**src/hw/sfrmd_consts.vh**
```
/*
  Constants for the special-function-register bank: address space bounds,
  direct register offsets, reset values and write masks.
  Assumes inclusion by bare name from the bank module.
*/
`ifndef SFRMD_CONSTS_VH
`define SFRMD_CONSTS_VH

// address spaces
`define SFRMD_DIR_BASE 8'h80
`define SFRMD_XSFR_BASE 16'hFC00

// direct register offsets
`define SFRMD_STACK_POINTER 8'h81
`define SFRMD_DATA_POINTER_LOW_0 8'h82
`define SFRMD_DATA_POINTER_HIGH_0 8'h83
`define SFRMD_DATA_POINTER_LOW_1 8'h84
`define SFRMD_DATA_POINTER_HIGH_1 8'h85
`define SFRMD_WATCHDOG_RELOAD 8'h86
`define SFRMD_POWER_CONTROL 8'h87
`define SFRMD_TIMER_COUNTER_CONTROL 8'h88
`define SFRMD_TIMER_MODE_CONTROL 8'h89
`define SFRMD_TIMER0_LOW_BYTE 8'h8A
`define SFRMD_TIMER1_LOW_BYTE 8'h8B
`define SFRMD_TIMER0_HIGH_BYTE 8'h8C
`define SFRMD_TIMER1_HIGH_BYTE 8'h8D
`define SFRMD_WAIT_STATE_CONTROL 8'h8E
`define SFRMD_MASTER_CLOCK_CONTROL 8'h8F
`define SFRMD_USER_PORT_DATA_LOW 8'h90
`define SFRMD_USER_PORT_DIRECTION_LOW 8'h91
`define SFRMD_POINTER_SELECT 8'h92
`define SFRMD_FLASH_ERASE 8'h94
`define SFRMD_SERIAL0_CONTROL 8'h98
`define SFRMD_SERIAL0_BUFFER 8'h99
`define SFRMD_INTERRUPT_ENABLE_2 8'h9A
`define SFRMD_SERIAL1_CONTROL 8'h9B
`define SFRMD_SERIAL1_BUFFER 8'h9C
`define SFRMD_SERIAL1_RELOAD_LOW 8'h9D
`define SFRMD_USER_PORT_DATA_HIGH 8'hA0
`define SFRMD_USER_PORT_DIRECTION_HIGH 8'hA1
`define SFRMD_INTERRUPT_ENABLE_0 8'hA8
`define SFRMD_INTERRUPT_PRIORITY_0 8'hA9
`define SFRMD_SERIAL0_RELOAD_LOW 8'hAA
`define SFRMD_FLASH_CONTROL 8'hB2
`define SFRMD_FLASH_PAGE_ADDRESS 8'hB7
`define SFRMD_INTERRUPT_ENABLE_1 8'hB8
`define SFRMD_INTERRUPT_PRIORITY_1 8'hB9
`define SFRMD_SERIAL0_RELOAD_HIGH 8'hBA
`define SFRMD_SERIAL1_RELOAD_HIGH 8'hBB
`define SFRMD_INTERRUPT_REQUEST_CONTROL 8'hC0
`define SFRMD_TIMER2_CONTROL 8'hC8
`define SFRMD_PROGRAM_STATUS_WORD 8'hD0
`define SFRMD_KEYPAD_COLUMN 8'hD1
`define SFRMD_KEYPAD_ROW 8'hD2
`define SFRMD_KEYPAD_SCAN_TIME 8'hD3
`define SFRMD_KEYPAD_CONTROL_STATUS 8'hD4
`define SFRMD_KEYPAD_SIZE 8'hD5
`define SFRMD_KEYPAD_ORDER_LOW 8'hD6
`define SFRMD_KEYPAD_ORDER_HIGH 8'hD7
`define SFRMD_BAUD_RATE_CONTROL 8'hD8
`define SFRMD_ACCUMULATOR 8'hE0

// reset values; every register not listed resets to zero
`define SFRMD_RST_ZERO 8'h00
`define SFRMD_RST_STACK_POINTER 8'h07
`define SFRMD_RST_WAIT_STATE_CONTROL 8'h01
`define SFRMD_RST_MASTER_CLOCK_CONTROL 8'h0A
`define SFRMD_RST_USER_PORT_DATA_LOW 8'hFF
`define SFRMD_RST_USER_PORT_DIRECTION_LOW 8'hFF
`define SFRMD_RST_USER_PORT_DIRECTION_HIGH 8'h01
`define SFRMD_RST_SERIAL0_RELOAD_LOW 8'hD9
`define SFRMD_RST_SERIAL0_RELOAD_HIGH 8'h03
`define SFRMD_RST_SERIAL1_RELOAD_HIGH 8'h03
`define SFRMD_RST_KEYPAD_COLUMN 8'h1F
`define SFRMD_RST_KEYPAD_ROW 8'h3F

// write masks and read value of holes
`define SFRMD_WMASK_FULL 8'hFF
`define SFRMD_WMASK_BAUD_RATE_CONTROL 8'h80
`define SFRMD_HOLE_READ 8'h00
`define SFRMD_XSFR_READ 8'h00

`endif

```
**src/hw/sfrmd_decoder.v**
```verilog
/*
  Special-function-register bank and decoder: holds the direct-space
  registers of the core and decodes the peripheral window at the top of
  external data space.
  Assumes the core presents address, write strobe and data synchronous to
  ref_clk_in and samples read data in the same cycle.
*/
`timescale 1ns/1ps
`include "sfrmd_consts.vh"

module sfrmd_decoder (
  // clock and reset
  input wire ref_clk_in,
  input wire reset_in,
  // direct register space from the core
  input wire [7:0] dir_addr_in,
  input wire dir_wr_in,
  input wire [7:0] dir_wdata_in,
  output reg [7:0] dir_rdata_out,
  output reg dir_sfr_sel_out,
  output reg dir_hit_out,
  // external data space from the core
  input wire [15:0] xdata_addr_in,
  output reg xdata_sfr_sel_out,
  output reg [7:0] xdata_rdata_out,
  // image of every direct register, slot n holds address 0x80+n
  output wire [1023:0] reg_image_out
);

  ////////////////////////////////////////////////////////////////////////
  // decode functions

  // true for each implemented direct offset
  function sfrmd_impl;
    input [7:0] addr;
    begin
      case (addr)
        `SFRMD_STACK_POINTER,
        `SFRMD_DATA_POINTER_LOW_0,
        `SFRMD_DATA_POINTER_HIGH_0,
        `SFRMD_DATA_POINTER_LOW_1,
        `SFRMD_DATA_POINTER_HIGH_1,
        `SFRMD_WATCHDOG_RELOAD,
        `SFRMD_POWER_CONTROL,
        `SFRMD_TIMER_COUNTER_CONTROL,
        `SFRMD_TIMER_MODE_CONTROL,
        `SFRMD_TIMER0_LOW_BYTE,
        `SFRMD_TIMER1_LOW_BYTE,
        `SFRMD_TIMER0_HIGH_BYTE,
        `SFRMD_TIMER1_HIGH_BYTE,
        `SFRMD_WAIT_STATE_CONTROL,
        `SFRMD_MASTER_CLOCK_CONTROL,
        `SFRMD_USER_PORT_DATA_LOW,
        `SFRMD_USER_PORT_DIRECTION_LOW,
        `SFRMD_POINTER_SELECT,
        `SFRMD_FLASH_ERASE,
        `SFRMD_SERIAL0_CONTROL,
        `SFRMD_SERIAL0_BUFFER,
        `SFRMD_INTERRUPT_ENABLE_2,
        `SFRMD_SERIAL1_CONTROL,
        `SFRMD_SERIAL1_BUFFER,
        `SFRMD_SERIAL1_RELOAD_LOW,
        `SFRMD_USER_PORT_DATA_HIGH,
        `SFRMD_USER_PORT_DIRECTION_HIGH,
        `SFRMD_INTERRUPT_ENABLE_0,
        `SFRMD_INTERRUPT_PRIORITY_0,
        `SFRMD_SERIAL0_RELOAD_LOW,
        `SFRMD_FLASH_CONTROL,
        `SFRMD_FLASH_PAGE_ADDRESS,
        `SFRMD_INTERRUPT_ENABLE_1,
        `SFRMD_INTERRUPT_PRIORITY_1,
        `SFRMD_SERIAL0_RELOAD_HIGH,
        `SFRMD_SERIAL1_RELOAD_HIGH,
        `SFRMD_INTERRUPT_REQUEST_CONTROL,
        `SFRMD_TIMER2_CONTROL,
        `SFRMD_PROGRAM_STATUS_WORD,
        `SFRMD_KEYPAD_COLUMN,
        `SFRMD_KEYPAD_ROW,
        `SFRMD_KEYPAD_SCAN_TIME,
        `SFRMD_KEYPAD_CONTROL_STATUS,
        `SFRMD_KEYPAD_SIZE,
        `SFRMD_KEYPAD_ORDER_LOW,
        `SFRMD_KEYPAD_ORDER_HIGH,
        `SFRMD_BAUD_RATE_CONTROL,
        `SFRMD_ACCUMULATOR: sfrmd_impl = 1'b1;
        default: sfrmd_impl = 1'b0;
      endcase
    end
  endfunction

  // reset value per offset
  function [7:0] sfrmd_rst;
    input [7:0] addr;
    begin
      case (addr)
        `SFRMD_STACK_POINTER: sfrmd_rst = `SFRMD_RST_STACK_POINTER;
        `SFRMD_WAIT_STATE_CONTROL: sfrmd_rst = `SFRMD_RST_WAIT_STATE_CONTROL;
        `SFRMD_MASTER_CLOCK_CONTROL: sfrmd_rst = `SFRMD_RST_MASTER_CLOCK_CONTROL;
        `SFRMD_USER_PORT_DATA_LOW: sfrmd_rst = `SFRMD_RST_USER_PORT_DATA_LOW;
        `SFRMD_USER_PORT_DIRECTION_LOW: sfrmd_rst = `SFRMD_RST_USER_PORT_DIRECTION_LOW;
        `SFRMD_USER_PORT_DIRECTION_HIGH: sfrmd_rst = `SFRMD_RST_USER_PORT_DIRECTION_HIGH;
        `SFRMD_SERIAL0_RELOAD_LOW: sfrmd_rst = `SFRMD_RST_SERIAL0_RELOAD_LOW;
        `SFRMD_SERIAL0_RELOAD_HIGH: sfrmd_rst = `SFRMD_RST_SERIAL0_RELOAD_HIGH;
        `SFRMD_SERIAL1_RELOAD_HIGH: sfrmd_rst = `SFRMD_RST_SERIAL1_RELOAD_HIGH;
        `SFRMD_KEYPAD_COLUMN: sfrmd_rst = `SFRMD_RST_KEYPAD_COLUMN;
        `SFRMD_KEYPAD_ROW: sfrmd_rst = `SFRMD_RST_KEYPAD_ROW;
        `SFRMD_DATA_POINTER_LOW_0,
        `SFRMD_DATA_POINTER_HIGH_0,
        `SFRMD_DATA_POINTER_LOW_1,
        `SFRMD_DATA_POINTER_HIGH_1,
        `SFRMD_WATCHDOG_RELOAD,
        `SFRMD_POWER_CONTROL,
        `SFRMD_TIMER_COUNTER_CONTROL,
        `SFRMD_TIMER_MODE_CONTROL,
        `SFRMD_TIMER0_LOW_BYTE,
        `SFRMD_TIMER1_LOW_BYTE,
        `SFRMD_TIMER0_HIGH_BYTE,
        `SFRMD_TIMER1_HIGH_BYTE,
        `SFRMD_POINTER_SELECT,
        `SFRMD_FLASH_ERASE,
        `SFRMD_SERIAL0_CONTROL,
        `SFRMD_SERIAL0_BUFFER,
        `SFRMD_INTERRUPT_ENABLE_2,
        `SFRMD_SERIAL1_CONTROL,
        `SFRMD_SERIAL1_BUFFER,
        `SFRMD_SERIAL1_RELOAD_LOW,
        `SFRMD_USER_PORT_DATA_HIGH,
        `SFRMD_INTERRUPT_ENABLE_0,
        `SFRMD_INTERRUPT_PRIORITY_0,
        `SFRMD_FLASH_CONTROL,
        `SFRMD_FLASH_PAGE_ADDRESS,
        `SFRMD_INTERRUPT_ENABLE_1,
        `SFRMD_INTERRUPT_PRIORITY_1,
        `SFRMD_INTERRUPT_REQUEST_CONTROL,
        `SFRMD_TIMER2_CONTROL,
        `SFRMD_PROGRAM_STATUS_WORD,
        `SFRMD_KEYPAD_SCAN_TIME,
        `SFRMD_KEYPAD_CONTROL_STATUS,
        `SFRMD_KEYPAD_SIZE,
        `SFRMD_KEYPAD_ORDER_LOW,
        `SFRMD_KEYPAD_ORDER_HIGH,
        `SFRMD_BAUD_RATE_CONTROL,
        `SFRMD_ACCUMULATOR: sfrmd_rst = `SFRMD_RST_ZERO;
        default: sfrmd_rst = `SFRMD_RST_ZERO;
      endcase
    end
  endfunction

  // bits that a write may change
  function [7:0] sfrmd_wmask;
    input [7:0] addr;
    begin
      if (addr == `SFRMD_BAUD_RATE_CONTROL) begin
        sfrmd_wmask = `SFRMD_WMASK_BAUD_RATE_CONTROL;
      end else begin
        sfrmd_wmask = `SFRMD_WMASK_FULL;
      end
    end
  endfunction

  // lowest image bit of a direct offset
  function [9:0] sfrmd_lsb;
    input [7:0] addr;
    begin
      sfrmd_lsb = {addr[6:0], 3'h0};
    end
  endfunction

  ////////////////////////////////////////////////////////////////////////
  // address decode

  wire dir_space;
  wire dir_impl;
  wire [6:0] dir_slot;

  // high half of direct space is register space, low half is ram
  assign dir_space = dir_addr_in[7];
  assign dir_impl = dir_space & sfrmd_impl(dir_addr_in);
  assign dir_slot = dir_addr_in[6:0];

  ////////////////////////////////////////////////////////////////////////
  // register flops, one per implemented offset

  genvar gi;
  generate
    for (gi = 0; gi < 128; gi = gi + 1) begin : g_slot
      localparam [31:0] ADDR_FULL = `SFRMD_DIR_BASE + gi;
      localparam [7:0] ADDR = ADDR_FULL[7:0];
      if (sfrmd_impl(ADDR)) begin : g_reg
        reg [7:0] value;
        wire hit;
        wire [7:0] next_value;
        // holes never match, so writes to them touch no flop
        assign hit = dir_wr_in & dir_space & (dir_slot == ADDR[6:0]);
        // masked bits stay at reset so unused bits read back defaults
        assign next_value = hit ? ((dir_wdata_in & sfrmd_wmask(ADDR)) |
                                   (sfrmd_rst(ADDR) & ~sfrmd_wmask(ADDR))) : value;
        // loads every edge; holding is a mux, not a clock enable
        always @(posedge ref_clk_in or posedge reset_in) begin
          if (reset_in) begin
            value <= sfrmd_rst(ADDR);
          end else begin
            value <= next_value;
          end
        end
        assign reg_image_out[8*gi +: 8] = value;
      end else begin : g_hole
        assign reg_image_out[8*gi +: 8] = `SFRMD_HOLE_READ;
      end
    end
  endgenerate

  ////////////////////////////////////////////////////////////////////////
  // read paths

  // named views of the image, one per implemented register
  wire [7:0] stack_pointer;
  wire [7:0] data_pointer_low_0;
  wire [7:0] data_pointer_high_0;
  wire [7:0] data_pointer_low_1;
  wire [7:0] data_pointer_high_1;
  wire [7:0] watchdog_reload;
  wire [7:0] power_control;
  wire [7:0] timer_counter_control;
  wire [7:0] timer_mode_control;
  wire [7:0] timer0_low_byte;
  wire [7:0] timer1_low_byte;
  wire [7:0] timer0_high_byte;
  wire [7:0] timer1_high_byte;
  wire [7:0] wait_state_control;
  wire [7:0] master_clock_control;
  wire [7:0] user_port_data_low;
  wire [7:0] user_port_direction_low;
  wire [7:0] pointer_select;
  wire [7:0] flash_erase;
  wire [7:0] serial0_control;
  wire [7:0] serial0_buffer;
  wire [7:0] interrupt_enable_2;
  wire [7:0] serial1_control;
  wire [7:0] serial1_buffer;
  wire [7:0] serial1_reload_low;
  wire [7:0] user_port_data_high;
  wire [7:0] user_port_direction_high;
  wire [7:0] interrupt_enable_0;
  wire [7:0] interrupt_priority_0;
  wire [7:0] serial0_reload_low;
  wire [7:0] flash_control;
  wire [7:0] flash_page_address;
  wire [7:0] interrupt_enable_1;
  wire [7:0] interrupt_priority_1;
  wire [7:0] serial0_reload_high;
  wire [7:0] serial1_reload_high;
  wire [7:0] interrupt_request_control;
  wire [7:0] timer2_control;
  wire [7:0] program_status_word;
  wire [7:0] keypad_column;
  wire [7:0] keypad_row;
  wire [7:0] keypad_scan_time;
  wire [7:0] keypad_control_status;
  wire [7:0] keypad_size;
  wire [7:0] keypad_order_low;
  wire [7:0] keypad_order_high;
  wire [7:0] baud_rate_control;
  wire [7:0] accumulator;

  // each view is a fixed slice of the flop image
  assign stack_pointer = reg_image_out[sfrmd_lsb(`SFRMD_STACK_POINTER) +: 8];
  assign data_pointer_low_0 = reg_image_out[sfrmd_lsb(`SFRMD_DATA_POINTER_LOW_0) +: 8];
  assign data_pointer_high_0 = reg_image_out[sfrmd_lsb(`SFRMD_DATA_POINTER_HIGH_0) +: 8];
  assign data_pointer_low_1 = reg_image_out[sfrmd_lsb(`SFRMD_DATA_POINTER_LOW_1) +: 8];
  assign data_pointer_high_1 = reg_image_out[sfrmd_lsb(`SFRMD_DATA_POINTER_HIGH_1) +: 8];
  assign watchdog_reload = reg_image_out[sfrmd_lsb(`SFRMD_WATCHDOG_RELOAD) +: 8];
  assign power_control = reg_image_out[sfrmd_lsb(`SFRMD_POWER_CONTROL) +: 8];
  assign timer_counter_control = reg_image_out[sfrmd_lsb(`SFRMD_TIMER_COUNTER_CONTROL) +: 8];
  assign timer_mode_control = reg_image_out[sfrmd_lsb(`SFRMD_TIMER_MODE_CONTROL) +: 8];
  assign timer0_low_byte = reg_image_out[sfrmd_lsb(`SFRMD_TIMER0_LOW_BYTE) +: 8];
  assign timer1_low_byte = reg_image_out[sfrmd_lsb(`SFRMD_TIMER1_LOW_BYTE) +: 8];
  assign timer0_high_byte = reg_image_out[sfrmd_lsb(`SFRMD_TIMER0_HIGH_BYTE) +: 8];
  assign timer1_high_byte = reg_image_out[sfrmd_lsb(`SFRMD_TIMER1_HIGH_BYTE) +: 8];
  assign wait_state_control = reg_image_out[sfrmd_lsb(`SFRMD_WAIT_STATE_CONTROL) +: 8];
  assign master_clock_control = reg_image_out[sfrmd_lsb(`SFRMD_MASTER_CLOCK_CONTROL) +: 8];
  assign user_port_data_low = reg_image_out[sfrmd_lsb(`SFRMD_USER_PORT_DATA_LOW) +: 8];
  assign user_port_direction_low = reg_image_out[sfrmd_lsb(`SFRMD_USER_PORT_DIRECTION_LOW) +: 8];
  assign pointer_select = reg_image_out[sfrmd_lsb(`SFRMD_POINTER_SELECT) +: 8];
  assign flash_erase = reg_image_out[sfrmd_lsb(`SFRMD_FLASH_ERASE) +: 8];
  assign serial0_control = reg_image_out[sfrmd_lsb(`SFRMD_SERIAL0_CONTROL) +: 8];
  assign serial0_buffer = reg_image_out[sfrmd_lsb(`SFRMD_SERIAL0_BUFFER) +: 8];
  assign interrupt_enable_2 = reg_image_out[sfrmd_lsb(`SFRMD_INTERRUPT_ENABLE_2) +: 8];
  assign serial1_control = reg_image_out[sfrmd_lsb(`SFRMD_SERIAL1_CONTROL) +: 8];
  assign serial1_buffer = reg_image_out[sfrmd_lsb(`SFRMD_SERIAL1_BUFFER) +: 8];
  assign serial1_reload_low = reg_image_out[sfrmd_lsb(`SFRMD_SERIAL1_RELOAD_LOW) +: 8];
  assign user_port_data_high = reg_image_out[sfrmd_lsb(`SFRMD_USER_PORT_DATA_HIGH) +: 8];
  assign user_port_direction_high = reg_image_out[sfrmd_lsb(`SFRMD_USER_PORT_DIRECTION_HIGH) +: 8];
  assign interrupt_enable_0 = reg_image_out[sfrmd_lsb(`SFRMD_INTERRUPT_ENABLE_0) +: 8];
  assign interrupt_priority_0 = reg_image_out[sfrmd_lsb(`SFRMD_INTERRUPT_PRIORITY_0) +: 8];
  assign serial0_reload_low = reg_image_out[sfrmd_lsb(`SFRMD_SERIAL0_RELOAD_LOW) +: 8];
  assign flash_control = reg_image_out[sfrmd_lsb(`SFRMD_FLASH_CONTROL) +: 8];
  assign flash_page_address = reg_image_out[sfrmd_lsb(`SFRMD_FLASH_PAGE_ADDRESS) +: 8];
  assign interrupt_enable_1 = reg_image_out[sfrmd_lsb(`SFRMD_INTERRUPT_ENABLE_1) +: 8];
  assign interrupt_priority_1 = reg_image_out[sfrmd_lsb(`SFRMD_INTERRUPT_PRIORITY_1) +: 8];
  assign serial0_reload_high = reg_image_out[sfrmd_lsb(`SFRMD_SERIAL0_RELOAD_HIGH) +: 8];
  assign serial1_reload_high = reg_image_out[sfrmd_lsb(`SFRMD_SERIAL1_RELOAD_HIGH) +: 8];
  assign interrupt_request_control = reg_image_out[sfrmd_lsb(`SFRMD_INTERRUPT_REQUEST_CONTROL) +: 8];
  assign timer2_control = reg_image_out[sfrmd_lsb(`SFRMD_TIMER2_CONTROL) +: 8];
  assign program_status_word = reg_image_out[sfrmd_lsb(`SFRMD_PROGRAM_STATUS_WORD) +: 8];
  assign keypad_column = reg_image_out[sfrmd_lsb(`SFRMD_KEYPAD_COLUMN) +: 8];
  assign keypad_row = reg_image_out[sfrmd_lsb(`SFRMD_KEYPAD_ROW) +: 8];
  assign keypad_scan_time = reg_image_out[sfrmd_lsb(`SFRMD_KEYPAD_SCAN_TIME) +: 8];
  assign keypad_control_status = reg_image_out[sfrmd_lsb(`SFRMD_KEYPAD_CONTROL_STATUS) +: 8];
  assign keypad_size = reg_image_out[sfrmd_lsb(`SFRMD_KEYPAD_SIZE) +: 8];
  assign keypad_order_low = reg_image_out[sfrmd_lsb(`SFRMD_KEYPAD_ORDER_LOW) +: 8];
  assign keypad_order_high = reg_image_out[sfrmd_lsb(`SFRMD_KEYPAD_ORDER_HIGH) +: 8];
  assign baud_rate_control = reg_image_out[sfrmd_lsb(`SFRMD_BAUD_RATE_CONTROL) +: 8];
  assign accumulator = reg_image_out[sfrmd_lsb(`SFRMD_ACCUMULATOR) +: 8];

  // combinational so the core sees data in the address cycle;
  // one arm per register keeps the mux to the implemented set only
  always @* begin
    dir_sfr_sel_out = dir_space;
    dir_hit_out = dir_impl;
    case (dir_addr_in)
      `SFRMD_STACK_POINTER: dir_rdata_out = stack_pointer;
      `SFRMD_DATA_POINTER_LOW_0: dir_rdata_out = data_pointer_low_0;
      `SFRMD_DATA_POINTER_HIGH_0: dir_rdata_out = data_pointer_high_0;
      `SFRMD_DATA_POINTER_LOW_1: dir_rdata_out = data_pointer_low_1;
      `SFRMD_DATA_POINTER_HIGH_1: dir_rdata_out = data_pointer_high_1;
      `SFRMD_WATCHDOG_RELOAD: dir_rdata_out = watchdog_reload;
      `SFRMD_POWER_CONTROL: dir_rdata_out = power_control;
      `SFRMD_TIMER_COUNTER_CONTROL: dir_rdata_out = timer_counter_control;
      `SFRMD_TIMER_MODE_CONTROL: dir_rdata_out = timer_mode_control;
      `SFRMD_TIMER0_LOW_BYTE: dir_rdata_out = timer0_low_byte;
      `SFRMD_TIMER1_LOW_BYTE: dir_rdata_out = timer1_low_byte;
      `SFRMD_TIMER0_HIGH_BYTE: dir_rdata_out = timer0_high_byte;
      `SFRMD_TIMER1_HIGH_BYTE: dir_rdata_out = timer1_high_byte;
      `SFRMD_WAIT_STATE_CONTROL: dir_rdata_out = wait_state_control;
      `SFRMD_MASTER_CLOCK_CONTROL: dir_rdata_out = master_clock_control;
      `SFRMD_USER_PORT_DATA_LOW: dir_rdata_out = user_port_data_low;
      `SFRMD_USER_PORT_DIRECTION_LOW: dir_rdata_out = user_port_direction_low;
      `SFRMD_POINTER_SELECT: dir_rdata_out = pointer_select;
      `SFRMD_FLASH_ERASE: dir_rdata_out = flash_erase;
      `SFRMD_SERIAL0_CONTROL: dir_rdata_out = serial0_control;
      `SFRMD_SERIAL0_BUFFER: dir_rdata_out = serial0_buffer;
      `SFRMD_INTERRUPT_ENABLE_2: dir_rdata_out = interrupt_enable_2;
      `SFRMD_SERIAL1_CONTROL: dir_rdata_out = serial1_control;
      `SFRMD_SERIAL1_BUFFER: dir_rdata_out = serial1_buffer;
      `SFRMD_SERIAL1_RELOAD_LOW: dir_rdata_out = serial1_reload_low;
      `SFRMD_USER_PORT_DATA_HIGH: dir_rdata_out = user_port_data_high;
      `SFRMD_USER_PORT_DIRECTION_HIGH: dir_rdata_out = user_port_direction_high;
      `SFRMD_INTERRUPT_ENABLE_0: dir_rdata_out = interrupt_enable_0;
      `SFRMD_INTERRUPT_PRIORITY_0: dir_rdata_out = interrupt_priority_0;
      `SFRMD_SERIAL0_RELOAD_LOW: dir_rdata_out = serial0_reload_low;
      `SFRMD_FLASH_CONTROL: dir_rdata_out = flash_control;
      `SFRMD_FLASH_PAGE_ADDRESS: dir_rdata_out = flash_page_address;
      `SFRMD_INTERRUPT_ENABLE_1: dir_rdata_out = interrupt_enable_1;
      `SFRMD_INTERRUPT_PRIORITY_1: dir_rdata_out = interrupt_priority_1;
      `SFRMD_SERIAL0_RELOAD_HIGH: dir_rdata_out = serial0_reload_high;
      `SFRMD_SERIAL1_RELOAD_HIGH: dir_rdata_out = serial1_reload_high;
      `SFRMD_INTERRUPT_REQUEST_CONTROL: dir_rdata_out = interrupt_request_control;
      `SFRMD_TIMER2_CONTROL: dir_rdata_out = timer2_control;
      `SFRMD_PROGRAM_STATUS_WORD: dir_rdata_out = program_status_word;
      `SFRMD_KEYPAD_COLUMN: dir_rdata_out = keypad_column;
      `SFRMD_KEYPAD_ROW: dir_rdata_out = keypad_row;
      `SFRMD_KEYPAD_SCAN_TIME: dir_rdata_out = keypad_scan_time;
      `SFRMD_KEYPAD_CONTROL_STATUS: dir_rdata_out = keypad_control_status;
      `SFRMD_KEYPAD_SIZE: dir_rdata_out = keypad_size;
      `SFRMD_KEYPAD_ORDER_LOW: dir_rdata_out = keypad_order_low;
      `SFRMD_KEYPAD_ORDER_HIGH: dir_rdata_out = keypad_order_high;
      `SFRMD_BAUD_RATE_CONTROL: dir_rdata_out = baud_rate_control;
      `SFRMD_ACCUMULATOR: dir_rdata_out = accumulator;
      default: dir_rdata_out = `SFRMD_HOLE_READ;
    endcase
  end

  // peripheral window decode; its registers live in other blocks
  always @* begin
    xdata_sfr_sel_out = (xdata_addr_in >= `SFRMD_XSFR_BASE);
    xdata_rdata_out = `SFRMD_XSFR_READ;
  end

endmodule // sfrmd_decoder

```
**config.mk**
```make
export PLATFORM = sky130hd
export DESIGN_NAME = sfrmd_decoder
export DESIGN_NICKNAME = d
export VERILOG_FILES = /design/src/hw/sfrmd_decoder.v
export VERILOG_INCLUDE_DIRS = /design/src /design/src/hw
export SDC_FILE = /design/constraint.sdc
export NUM_CORES = 1
export LEC_CHECK = 0
export BUFFER_PORTS_ARGS = -buffer_cell sky130_fd_sc_hd__buf_2
export CAP_MARGIN = 40
export CORE_AREA = 2 2 423 425
export DETAILED_ROUTE_END_ITERATION = 7
export DIE_AREA = 0 0 425 427
export SYNTH_ARGS = -nofsm -noshare
export SYNTH_HDL_FRONTEND = slang
export SYNTH_SLANG_ARGS = --single-unit
export TNS_END_PERCENT = 100
```
**constraint.sdc**
```tcl
create_clock -name ref_clk_in -period 15.1 [get_ports ref_clk_in]
set_input_delay 0.755 -clock ref_clk_in [delete_from_list [all_inputs] [get_ports ref_clk_in]]
set_output_delay 0.755 -clock ref_clk_in [all_outputs]
set_load 0.02 [all_outputs]
```
# Yosys cells after proc, flatten, opt, wreduce, memory -nomap -nowiden
# Cells that the tools add are included.
op_classes:
  multipliers: 0
  n_shift: 0
  eq_ne: 96
  reduce_logical: 1
  add_sub_neg: 0
  mux: 2
  n_lt_le_gt_ge: 1
  div_mod_pow: 0
  n_bitwise: 50
ops:
  columns: ["op", "count"]
  rows:
  - ["$eq 8x8->1 const B", 48]
  - ["$pmux 8 s48", 1]
  - ["$eq 7x7->1 const B", 12]
  - ["$eq 7x6->1 const B", 11]
  - ["$eq 7x5->1 const B", 10]
  - ["$eq 7x4->1 const B", 8]
  - ["$and 1x1->1", 50]
  - ["$reduce_or 48->1", 1]
  - ["$eq 7x3->1 const B", 4]
  - ["$ge 16x16->1 const B", 1]
  - ["$eq 7x2->1 const B", 2]
  - ["$eq 7x1->1 const B", 1]
  - ["$mux 1", 1]
word_totals:
  ramBits: 0
  word_cells: 198
  mem_bits_ro: 0
  output_inout_bits: 1043
  inputBits: 35
  memories: 0
  latchBits: 0
  regBits: 377

# Logic depth before layout (Yosys ltp)
# Gate-level depths: netlist (run 1).
logic_depth:
  word_depth: 4
  depth_mapped: 10
  depth_no_buf: 6

# Worst setup path before layout (run 1)
# Ideal clock, no wire load.
synth_timing:
  path_type: "input port to output port"
  startpoint: "input port dir_addr_in[4]"
  endpoint: "output port dir_rdata_out[4]"
  arrival_ns: 2.622
  path_stages: 8
  path_buffers: 2
  slack_ns: 11.723
  path_cell_list: "buf_2 -> nand4bb_1 -> clkbuf_1 -> nor2_1 -> a22oi_1 -> o211ai_1 -> or4_1 -> or4_1"
synth_between:
  elab_chain_cells: 2
synth_lines:
  columns: ["item", "line", "text"]
  rows:
  - ["start, declared", "sfrmd_decoder.v:16", "input wire [7:0] dir_addr_in,"]
  - ["$eq 8x8->1", "sfrmd_decoder.v:321", "case (dir_addr_in)"]
  - ["$pmux 8 s48 (*)", "sfrmd_decoder.v:321", null]
  - ["end, declared", "sfrmd_decoder.v:19", "output reg [7:0] dir_rdata_out,"]
# Mark *: on every way between the ends. The rest lies on a longest branch, timed or not.

# Final worst setup path (run 1)
layout_timing:
  startpoint: "input port dir_addr_in[1]"
  endpoint: "output port dir_rdata_out[3]"
# Same word-level chain as after synthesis.

==> impl_metrics.json, run 1 <==
{
  "power_density_nw_per_um2": 96.7,
  "finalCriticalPeriod_ns": 6.07,
  "cts_buffers": 37,
  "dr.pass1.iters": 6,
  "cts_hold_buf": 0,
  "drv_slew": 0,
  "cts_tree": "built",
  "ant_nets": 0,
  "synth_common_cells": "660 x buf_4, 386 x mux2_2, 334 x dfrtp_1, 75 x nand2_1, 71 x a22oi_1",
  "drive_above_1_share_pct": 39.1,
  "worstHoldPathType": "in2async",
  "worst-setup-path-type": "in2out",
  "tightest_slew_ns": 0.998,
  "hold_ws_ns": 0.371,
  "crit_path_end_kind": "output port",
  "switchingPower_uw": 903,
  "clock_sinks": 377,
  "synth_cells": 2089,
  "synth_edf_count": 0,
  "post_cts_buffers": 0,
  "gp_congestion": 0.977,
  "seqPwrFrac_pct": 43.6,
  "peakVddDrop_uv": 72.8,
  "root_buffer": "clkbuf_16",
  "rows": 155,
  "finalCritPeriodShare_pct": 40.2,
  "synth-seq-area-share_pct": 41.5,
  "ys_top_cells_by_area": "dfrtp_1 37%, buf_4 22%, mux2_2 19%",
  "clock_skew_ns": 0,
  "p_sw_share_pct": 35.0,
  "clockPowerShare_pct": 37.5,
  "grt_max_degree": 106,
  "final.setup.tns_ns": 0,
  "slowest_delay_ns": 0.86,
  "drv_cap": 0,
  "slowest_stage": "nor4_1",
  "worstPathCellList": "buf_2, buf_4, nand2b_1, nor2_2, buf_4, nand2_1, o32ai_1, nor4_1, nand4_1, buf_2",
  "numPortBuffers": 412,
  "finalSetupViolations": 0,
  "synth.largest_area_cell": "dfrtp_1",
  "first_global_vias": 16100,
  "nets": 2522,
  "p_leak_nw": 13.4,
  "intPower_mw": 1.68,
  "crit_required_ns": 14.35,
  "drc": 0,
  "worst_setup_hold_path_clk_slew_ns": 0.07,
  "vias": 17600,
  "wire_per_inst_um": 27.4,
  "antenna_found_initial": 6,
  "fmax_ghz": 0.165,
  "ctsResizeCount": 0,
  "area.growth.synth_to_final_pct": 16.8,
  "ys_ff_latch": 377,
  "synth_top_area_share_pct": 36.6,
  "run_status": "complete, no violations",
  "grt.total_usage_pct": 13.9,
  "htreeDepth": 2,
  "core_um2": 177000,
  "num_io_pins": 1078,
  "yosys_warnings": 0,
  "cp-start-kind": "input port",
  "dp_hpwl_mm": 107,
  "grt_setup_unrepaired": "false",
  "grt_overflow": 0,
  "dieArea_um2": 181000,
  "nFillCells": 20000,
  "relSlewSlack_pct": 33.3,
  "die_w_um": 425,
  "wirelength_mm": 134,
  "postSynthAreaPerCell_um2": 10.9,
  "ys_async_sr_fraction_pct": 100,
  "synth_cell_types": 71,
  "worst_skew_pair.late_latency_ns": 0.58,
  "grt_pass1_wl_mm": 168,
  "drt_iter0_markers": 1706,
  "initial_utilization_pct": 12.9,
  "comb_power_share_pct": 19.0,
  "synthFlopType": "dfrtp_1",
  "synth_area_um2": 22800,
  "path_max_fanout": 44,
  "final-hold-violation-count": 0,
  "synth_most_common_cell": "buf_4",
  "via_per_inst": 3.62,
  "cts_buffer_depth": 3,
  "cp.arrival_ns": 5.32,
  "die_y_um": 427
}
[area by class of cell]
cell class | count | area (µm²) | share of cell area, %
Antenna cell | 3 | 7.51 | 0.0281
Clock inverter | 14 | 119 | 0.445
Sequential cell | 377 | 9490 | 35.6
Timing Repair Buffer | 475 | 2590 | 9.71
Tap cell | 2355 | 2950 | 11.0
Inverter | 4 | 22.5 | 0.0844
Multi-Input combinational cell | 1592 | 10400 | 39.1
Clock buffer | 53 | 1090 | 4.07
[state kept, by name (all words and copies together) (netlist names)]
register and flops:
flash_erase 8, data_pointer_high_1 8, flash_control 8, flash_page_address 8, data_pointer_low_1 8, baud_rate_control 1
g_slot.g_reg.value 312, data_pointer_high_0 8, data_pointer_low_0 8, accumulator 8
[cells by family (layout without fill, tap and decap cells)]
logic type | count (synthesis) | in the layout | synth area share [%]
compound gates | 225 | 225 | 7.38
buf+inv | 774 | 546 | 23.8
flops | 377 | 377 | 41.5
mux | 411 | 411 | 20.2
other cells | 1 | 658 | 0.0164
simple gates | 301 | 301 | 7.08
[power groups by stage]
stage               clock network, mW  logic (mW)  registers (mW)
floorplan                           0       0.382            1.17
global placement                    0       0.481            1.14
detailed placement                  0       0.486            1.14
CTS                             0.978       0.486            1.12
global route                     1.01       0.515            1.12
finish                          0.967       0.490            1.12
[path summary, 6_finish.rpt]
path / startpoint / to / slack (ns) / depth (start not counted)
worst min-delay path: reset_in / g_slot[29].g_reg.value[2] / 0.37 / 2
worst max-delay path: dir_addr_in[1] / dir_rdata_out[3] / 9.03 / 10
worst max register to register: data_pointer_low_1[3] / data_pointer_low_1[3] / 14.11 / 1
min in group ref_clk_in: g_slot[9].g_reg.value[5] / g_slot[9].g_reg.value[5] / 0.53 / 1
worst min register to register: g_slot[9].g_reg.value[5] / g_slot[9].g_reg.value[5] / 0.53 / 1
max in group asynchronous: reset_in / g_slot[6].g_reg.value[1] / 11.80 / 6
[stage by stage]
step	power [mW]	area (µm²)	worst slack, ns	util [%]	cells
2_1_floorplan	1.55	25300	3.94	-	2743
3_3_place_gp	1.62	25300	9.26	14.3	4785
3_5_place_dp	1.63	25400	9.27	14.4	4799
4_1_cts	2.59	26700	9.27	15.0	4866
5_1_grt	2.65	26700	9.17	15.0	4870
6_report	2.58	26700	9.03	15.1	4873
[worst max-delay path: cells and delay by family]
kind | cells | cell delay (ns)
simple gates | 5 | 2.59
compound gates | 1 | 0.09
buf+inv | 4 | 1.77
[layout by cell type, fill, tap and decap left out, types with 8 or more instances in the layout]
cell	n
conb_1	655
buf_2	418
mux2_2	386
dfrtp_1	334
nand2_1	75
a22oi_1	71
nand3_1	52
buf_4	49
dfstp_2	43
nor2_1	40
clkbuf_16	37
a32oi_1	25
nor3_1	25
mux2i_1	23
a21oi_1	21
nor2b_1	17
o22ai_1	15
o21ai_0	15
a22o_1	12
nand4_1	10
clkbuf_8	10
and3_1	9
nor4_1	8
a221oi_1	8
o211ai_1	8
[routing by layer]
layer	track usage [%]	part of all wire [%]	vias to the layer above	routed length [µm]
li1	-	-	6869	-
met1	11.7	28	9151	37000
met2	25.3	52	1266	69000
met3	5.22	9.7	351	13000
met4	12.5	11	6	14500
met5	0	0.028	-	37
No activity file was read; power rests on OpenSTA's default activity.
==> run 2: changes to the inputs <==
Clock period 15.1 ns to 6 ns, I/O delays scaled along.
==> run 2 against run 1 <==
Effect of this change: combinational power rose to 2.6 times the previous value; register-to-register slack worse by 9.2 ns; clock skew unchanged; worst hold slack better by 0.013 ns; critical path type unchanged; highest routed layer unchanged.
==> impl_metrics.json, run 2 (synthesized netlist as in run 1, its figures left out) <==
{
  "dieArea_um2": 181000,
  "cts_tree": "built",
  "drc": 0,
  "final-seq-area_um2": 9490,
  "drt_iter0_markers": 1662,
  "fmax_ghz": 0.214,
  "ant_nets": 0,
  "grt.total_usage_pct": 14.0,
  "final_area_um2": 26700,
  "stdcell_count": 4869,
  "gp_congestion": 0.997,
  "final.setup.tns_ns": 0,
  "tightest_slew_ns": 1.20,
  "slowest_stage": "nor3_1",
  "core_um2": 177000,
  "drive_above_1_share_pct": 38.8,
  "hold_ws_ns": 0.384,
  "via_per_inst": 3.62,
  "relSlewSlack_pct": 20.0,
  "area.growth.synth_to_final_pct": 16.8,
  "worst_setup_hold_path_clk_slew_ns": 0.06,
  "grt_pass1_wl_mm": 169,
  "grt_overflow": 0,
  "reg2regPathDepth": 1,
  "cts_buffer_depth": 3,
  "p_sw_share_pct": 34.3,
  "first_global_vias": 16100,
  "crit_path_end_kind": "output port",
  "intPower_mw": 4.29,
  "numPortBuffers": 412,
  "clock_skew_ns": 0,
  "largest_reg_flops": 312,
  "final_common_cell": "conb_1",
  "clockPowerShare_pct": 37.6,
  "wirelength_mm": 134,
  "worst-setup-path-type": "in2out",
  "slowest_delay_ns": 0.78,
  "drv_cap": 0,
  "largest_register": "g_slot.g_reg.value",
  "cp.arrival_ns": 4.38,
  "p_leak_nw": 13.4,
  "nets": 2520,
  "grt_max_degree": 166,
  "post-route-util_pct": 15.0,
  "power_density_nw_per_um2": 245,
  "final-hold-violation-count": 0,
  "vias": 17600,
  "numPlacedInstances": 4798,
  "worstPathCellList": "buf_2, nand4bb_1, buf_4, nor2_1, a221oi_1, nor3_1, a2111oi_1, buf_4, nand3_1, buf_2",
  "antenna_found_initial": 9,
  "initial_utilization_pct": 12.9,
  "setup_ws_ns": 1.32,
  "cts_buffers": 37,
  "dr.pass1.iters": 5,
  "cp-start-kind": "input port",
  "reg2reg_slack_ns": 4.95,
  "post_cts_buffers": 0,
  "reg2reg_to": "g_slot[28].g_reg.value[3]",
  "worstHoldPathType": "in2async",
  "multi_input_area_um2": 10400,
  "root_buffer": "clkbuf_16",
  "drv_slew": 0,
  "path_max_fanout": 25,
  "post-place-ws_ns": 1.50,
  "rows": 155,
  "fin_total_pwr_mw": 6.53,
  "switchingPower_mw": 2.24,
  "dp_hpwl_mm": 109,
  "num_io_pins": 1078,
  "crit_start": "dir_addr_in[7]",
  "path_delay_family": "simple AND/OR/NAND/NOR gates",
  "placed_area_um2": 25400,
  "worst_skew_pair.late_latency_ns": 0.56,
  "wire_per_inst_um": 27.4,
  "comb_power_share_pct": 19.3,
  "ctsResizeCount": 0,
  "peakVddDrop_uv": 165,
  "htreeDepth": 2,
  "run_status": "complete, no violations",
  "clock_sinks": 377,
  "die_w_um": 425,
  "seqPwrFrac_pct": 43.0,
  "die_y_um": 427,
  "finalCriticalPeriod_ns": 4.68,
  "path_buf_inv": 4,
  "finalSetupViolations": 0,
  "r2r_start": "g_slot[28].g_reg.value[3]",
  "finalCritPeriodShare_pct": 78.0,
  "crit_required_ns": 5.70,
  "layout_common_cells": "655 x conb_1, 412 x buf_2, 386 x mux2_2, 334 x dfrtp_1, 75 x nand2_1",
  "nFillCells": 20000,
  "grt_setup_unrepaired": "false"
}
run 2: cell count changes in the layout (fill, tap and decap cells not counted), moves of 2 or more:
| cell | delta |
|---|---|
| clkbuf_16 | +2 |
| nor2_1 | +3 |
| a2111oi_1 | +2 |
| buf_2 | -6 |
| buf_6 | +3 |
| buf_12 | +2 |
| clkinv_2 | -3 |
| nor2_2 | -3 |
| buf_8 | -4 |
| clkinvlp_4 | +3 |
| clkbuf_8 | -2 |
| buf_4 | +3 |
| inv_8 | -2 |
| clkbuf_1 | +2 |
run 2: layout make-up:
class	instances	share of cell area [%]
Clock buffer	55	4.18
Inverter	4	0.0704
Tap cell	2355	11.0
Sequential cell	377	35.6
Multi-Input combinational cell	1592	39.0
Antenna cell	2	0.0188
Clock inverter	11	0.450
Timing Repair Buffer	473	9.70
run 2: power by group through the flow:
stage	registers, mW	clock network (mW)	logic [mW]
6_report	2.81	2.46	1.26
4_1_cts	2.80	2.48	1.26
3_5_place_dp	2.85	0	1.26
5_1_grt	2.82	2.58	1.32
2_1_floorplan	2.95	0	0.961
3_3_place_gp	2.84	0	1.24
run 2: worst max path at each step:
stage / end / slack [ns] / depth (start not counted)
after global placement: dir_rdata_out[6] / 1.53 / 10
after detailed placement: dir_rdata_out[6] / 1.50 / 10
after CTS: dir_rdata_out[6] / 1.49 / 10
after global routing: dir_rdata_out[6] / 1.37 / 10
after floorplan: accumulator[0] / 0.67 / 1
final: dir_rdata_out[6] / 1.32 / 10
run 2: layer usage:
metal	up-vias	routed length (µm)	global-route usage (%)
li1	6882	-	-
met1	9107	35600	11.4
met2	1263	70100	25.8
met3	362	12900	5.14
met4	4	14900	13.0
met5	-	27	0
run 2: what timing repair did:
item                                   in CTS  in global routing
setup endpoints to repair                   0                  0
endpoints found under the hold margin      12                  0
hold buffers                                1                  0
==> run 3: changes to the inputs <==
Settings changed: ABC_AREA from default to 1, CORE_AREA 2 2 423 425 to 2 2 419 421, DIE_AREA 0 0 425 427 to 0 0 421 423.
Clock period 6 ns to 4.32 ns, I/O delays scaled along.
==> run 3 against run 2 <==
Effect of this change: core utilization is 0.28 points higher; die area down 1.9%; final area decreased by 0.47%; largest power group is now clock; highest routed layer unchanged.
==> impl_metrics.json, run 3 <==
{
  "run_status": "complete, no violations",
  "core_um2": 173000,
  "worst_setup_hold_path_clk_slew_ns": 0.07,
  "root_buffer": "clkbuf_16",
  "vias": 19500,
  "cts_buffers": 45,
  "synth.largest_area_cell": "dfrtp_1",
  "final_area_um2": 26500,
  "fmax_ghz": 0.324,
  "final-hold-violation-count": 0,
  "synth_most_common_cell": "nand2_1",
  "path_max_fanout": 12,
  "grt_overflow": 0,
  "crit_required_ns": 4.10,
  "setup_ws_ns": 1.23,
  "post-place-ws_ns": 1.15,
  "cp-start-kind": "input port",
  "hold_ws_ns": 0.130,
  "peakVddDrop_uv": 252,
  "cts_buffer_depth": 3,
  "reg2regPathDepth": 2,
  "ant_nets": 0,
  "slowest_delay_ns": 0.65,
  "clock_sinks": 377,
  "grt_setup_unrepaired": "false",
  "drc": 0,
  "synth_cells": 2917,
  "min_path_cells": 4,
  "ctsResizeCount": 0,
  "largest_reg_flops": 312,
  "finalCritPeriodShare_pct": 71.5,
  "dieArea_um2": 178000,
  "drt_iter0_markers": 1881,
  "min_from": "dir_wdata_in[2]",
  "synth_top_area_share_pct": 37.3,
  "synth-seq-area-share_pct": 42.3,
  "dr.pass1.iters": 6,
  "synth_edf_count": 0,
  "ys_ff_latch": 377,
  "gp_congestion": 0.884,
  "yosys_warnings": 0,
  "wirelength_mm": 112,
  "die_y_um": 423,
  "via_per_inst": 3.44,
  "wire_per_inst_um": 19.8,
  "worstPathCellList": "buf_2, inv_1, nor2_1, nand2_1, nor2_1, nand2_1, nand2_1, nor2_1, nand2_1, nor2_1, nand3_1, buf_2",
  "grt.total_usage_pct": 11.9,
  "reg2reg_slack_ns": 3.43,
  "dp_hpwl_mm": 89.7,
  "ys_async_sr_fraction_pct": 100,
  "initial_utilization_pct": 13.0,
  "synth_common_cells": "762 x nand2_1, 656 x buf_4, 356 x o21ai_0, 334 x dfrtp_1, 292 x nand3_1",
  "numPortBuffers": 412,
  "clock_skew_ns": 0,
  "grt_pass1_wl_mm": 147,
  "stdcell_count": 5664,
  "slowest_stage": "nor2_1",
  "largest_register": "g_slot.g_reg.value",
  "crit_path_end_kind": "output port",
  "die_w_um": 421,
  "rows": 153,
  "antenna_found_initial": 10,
  "nFillCells": 19800,
  "tightest_slew_ns": 0.959,
  "placed_area_um2": 25000,
  "worstHoldPathType": "in2reg",
  "grt_max_degree": 124,
  "synth_cell_types": 22,
  "power_density_nw_per_um2": 349,
  "htreeDepth": 2,
  "final.setup.tns_ns": 0,
  "cts_tree": "built",
  "finalCriticalPeriod_ns": 3.09,
  "p_leak_nw": 14.0,
  "first_global_vias": 17000,
  "synth_area_um2": 22400,
  "nets": 3332,
  "worst_skew_pair.late_latency_ns": 0.62,
  "drv_cap": 0,
  "synthFlopType": "dfrtp_1",
  "final_common_cell": "nand2_1",
  "reg2reg_to": "g_slot[16].g_reg.value[7]",
  "worst-setup-path-type": "in2out",
  "numPlacedInstances": 5573,
  "cp.arrival_ns": 2.87,
  "num_io_pins": 1078,
  "relSlewSlack_pct": 36.1,
  "postSynthAreaPerCell_um2": 7.69,
  "r2r_start": "g_slot[16].g_reg.value[7]",
  "layout_common_cells": "762 x nand2_1, 655 x conb_1, 412 x buf_2, 356 x o21ai_0, 334 x dfrtp_1",
  "holdPathEnd": "g_slot[14].g_reg.value[2]",
  "drive_above_1_share_pct": 18.6,
  "drv_slew": 0,
  "area.growth.synth_to_final_pct": 18.3,
  "finalSetupViolations": 0,
  "ys_top_cells_by_area": "dfrtp_1 37%, buf_4 22%, nand2_1 13%"
}
-- run 3: cell types whose count changed in the layout (fill, tap and decap cells not counted), moves of 17 or more --
cell,delta
mux2_2,-386
o21ai_0,+341
nor3_1,-23
a32oi_1,-25
nor2_1,+163
mux2i_1,-22
a22oi_1,-71
inv_1,+51
nand3_1,+240
nor2b_1,-17
nand2_1,+687
-- run 3: routing by layer --
| layer | vias to the layer above | routed length [µm] | GRT usage (%) |
|---|---|---|---|
| li1 | 8814 | - | - |
| met1 | 9438 | 39300 | 12.8 |
| met2 | 1045 | 59200 | 22.1 |
| met3 | 190 | 5770 | 1.40 |
| met4 | 2 | 7760 | 7.35 |
| met5 | - | 13 | 0 |
-- run 3: what timing repair did --
action | 4_1_cts | 5_1_grt
hold buffers | 2 | 0
hold endpoints to repair | 16 | 0
setup buffers | 0 | 0
-- run 3: report_power, final --
| group | internal (mW) | switching [mW] | leakage [nW] |
|---|---|---|---|
| combinational | 0.230 | 1.24 | 8.24 |
| sequential | 3.72 | 0.168 | 5.05 |
| clock | 2.17 | 1.73 | 0.737 |
-- run 3: critical path, delay by kind of cell --
kind	cells	cell delay (ns)
and+or+nand+nor	9	2.13
buffers and inverters	3	0.48
-- run 3: worst max path at each step --
| stage | start | to | slack [ns] |
|---|---|---|---|
| 6_report | dir_addr_in[7] | dir_rdata_out[0] | 1.23 |
| 5_1_grt | dir_addr_in[7] | dir_rdata_out[2] | 1.10 |
| 4_1_cts | dir_addr_in[7] | dir_rdata_out[2] | 1.18 |
| 3_5_place_dp | dir_addr_in[7] | dir_rdata_out[2] | 1.15 |
| 3_3_place_gp | dir_addr_in[7] | dir_rdata_out[1] | 1.20 |
| 2_1_floorplan | reset_in | accumulator[0] | -0.92 |
-- run 3: area by class of cell --
cell class / count / area (µm²) / area share (%)
repair buffers: 479 / 2680 / 10.1
clock inverters: 18 / 166 / 0.627
flip-flops and latches: 377 / 9490 / 35.7
multi-input cells: 2338 / 9760 / 36.8
inverters: 56 / 214 / 0.806
diodes: 5 / 12.5 / 0.0471
well taps: 2325 / 2910 / 11.0
clock buffers: 66 / 1330 / 5.00
-- run 3: cell families after synthesis --
| kind of cell | Yosys count | synth area share, % |
|---|---|---|
| flops | 377 | 42.3 |
| other cells | 1 | 0.0167 |
| mux | 1 | 0.0446 |
| compound gates | 391 | 8.74 |
| simple gates | 1291 | 23.5 |
| buf+inv | 856 | 25.4 |
-- run 3: stage by stage --
step	util (%)	power, mW
floorplan	-	5.34
global placement	14.4	5.38
detailed placement	14.4	5.41
CTS	15.3	9.36
global route	15.3	9.59
finish	15.3	9.26
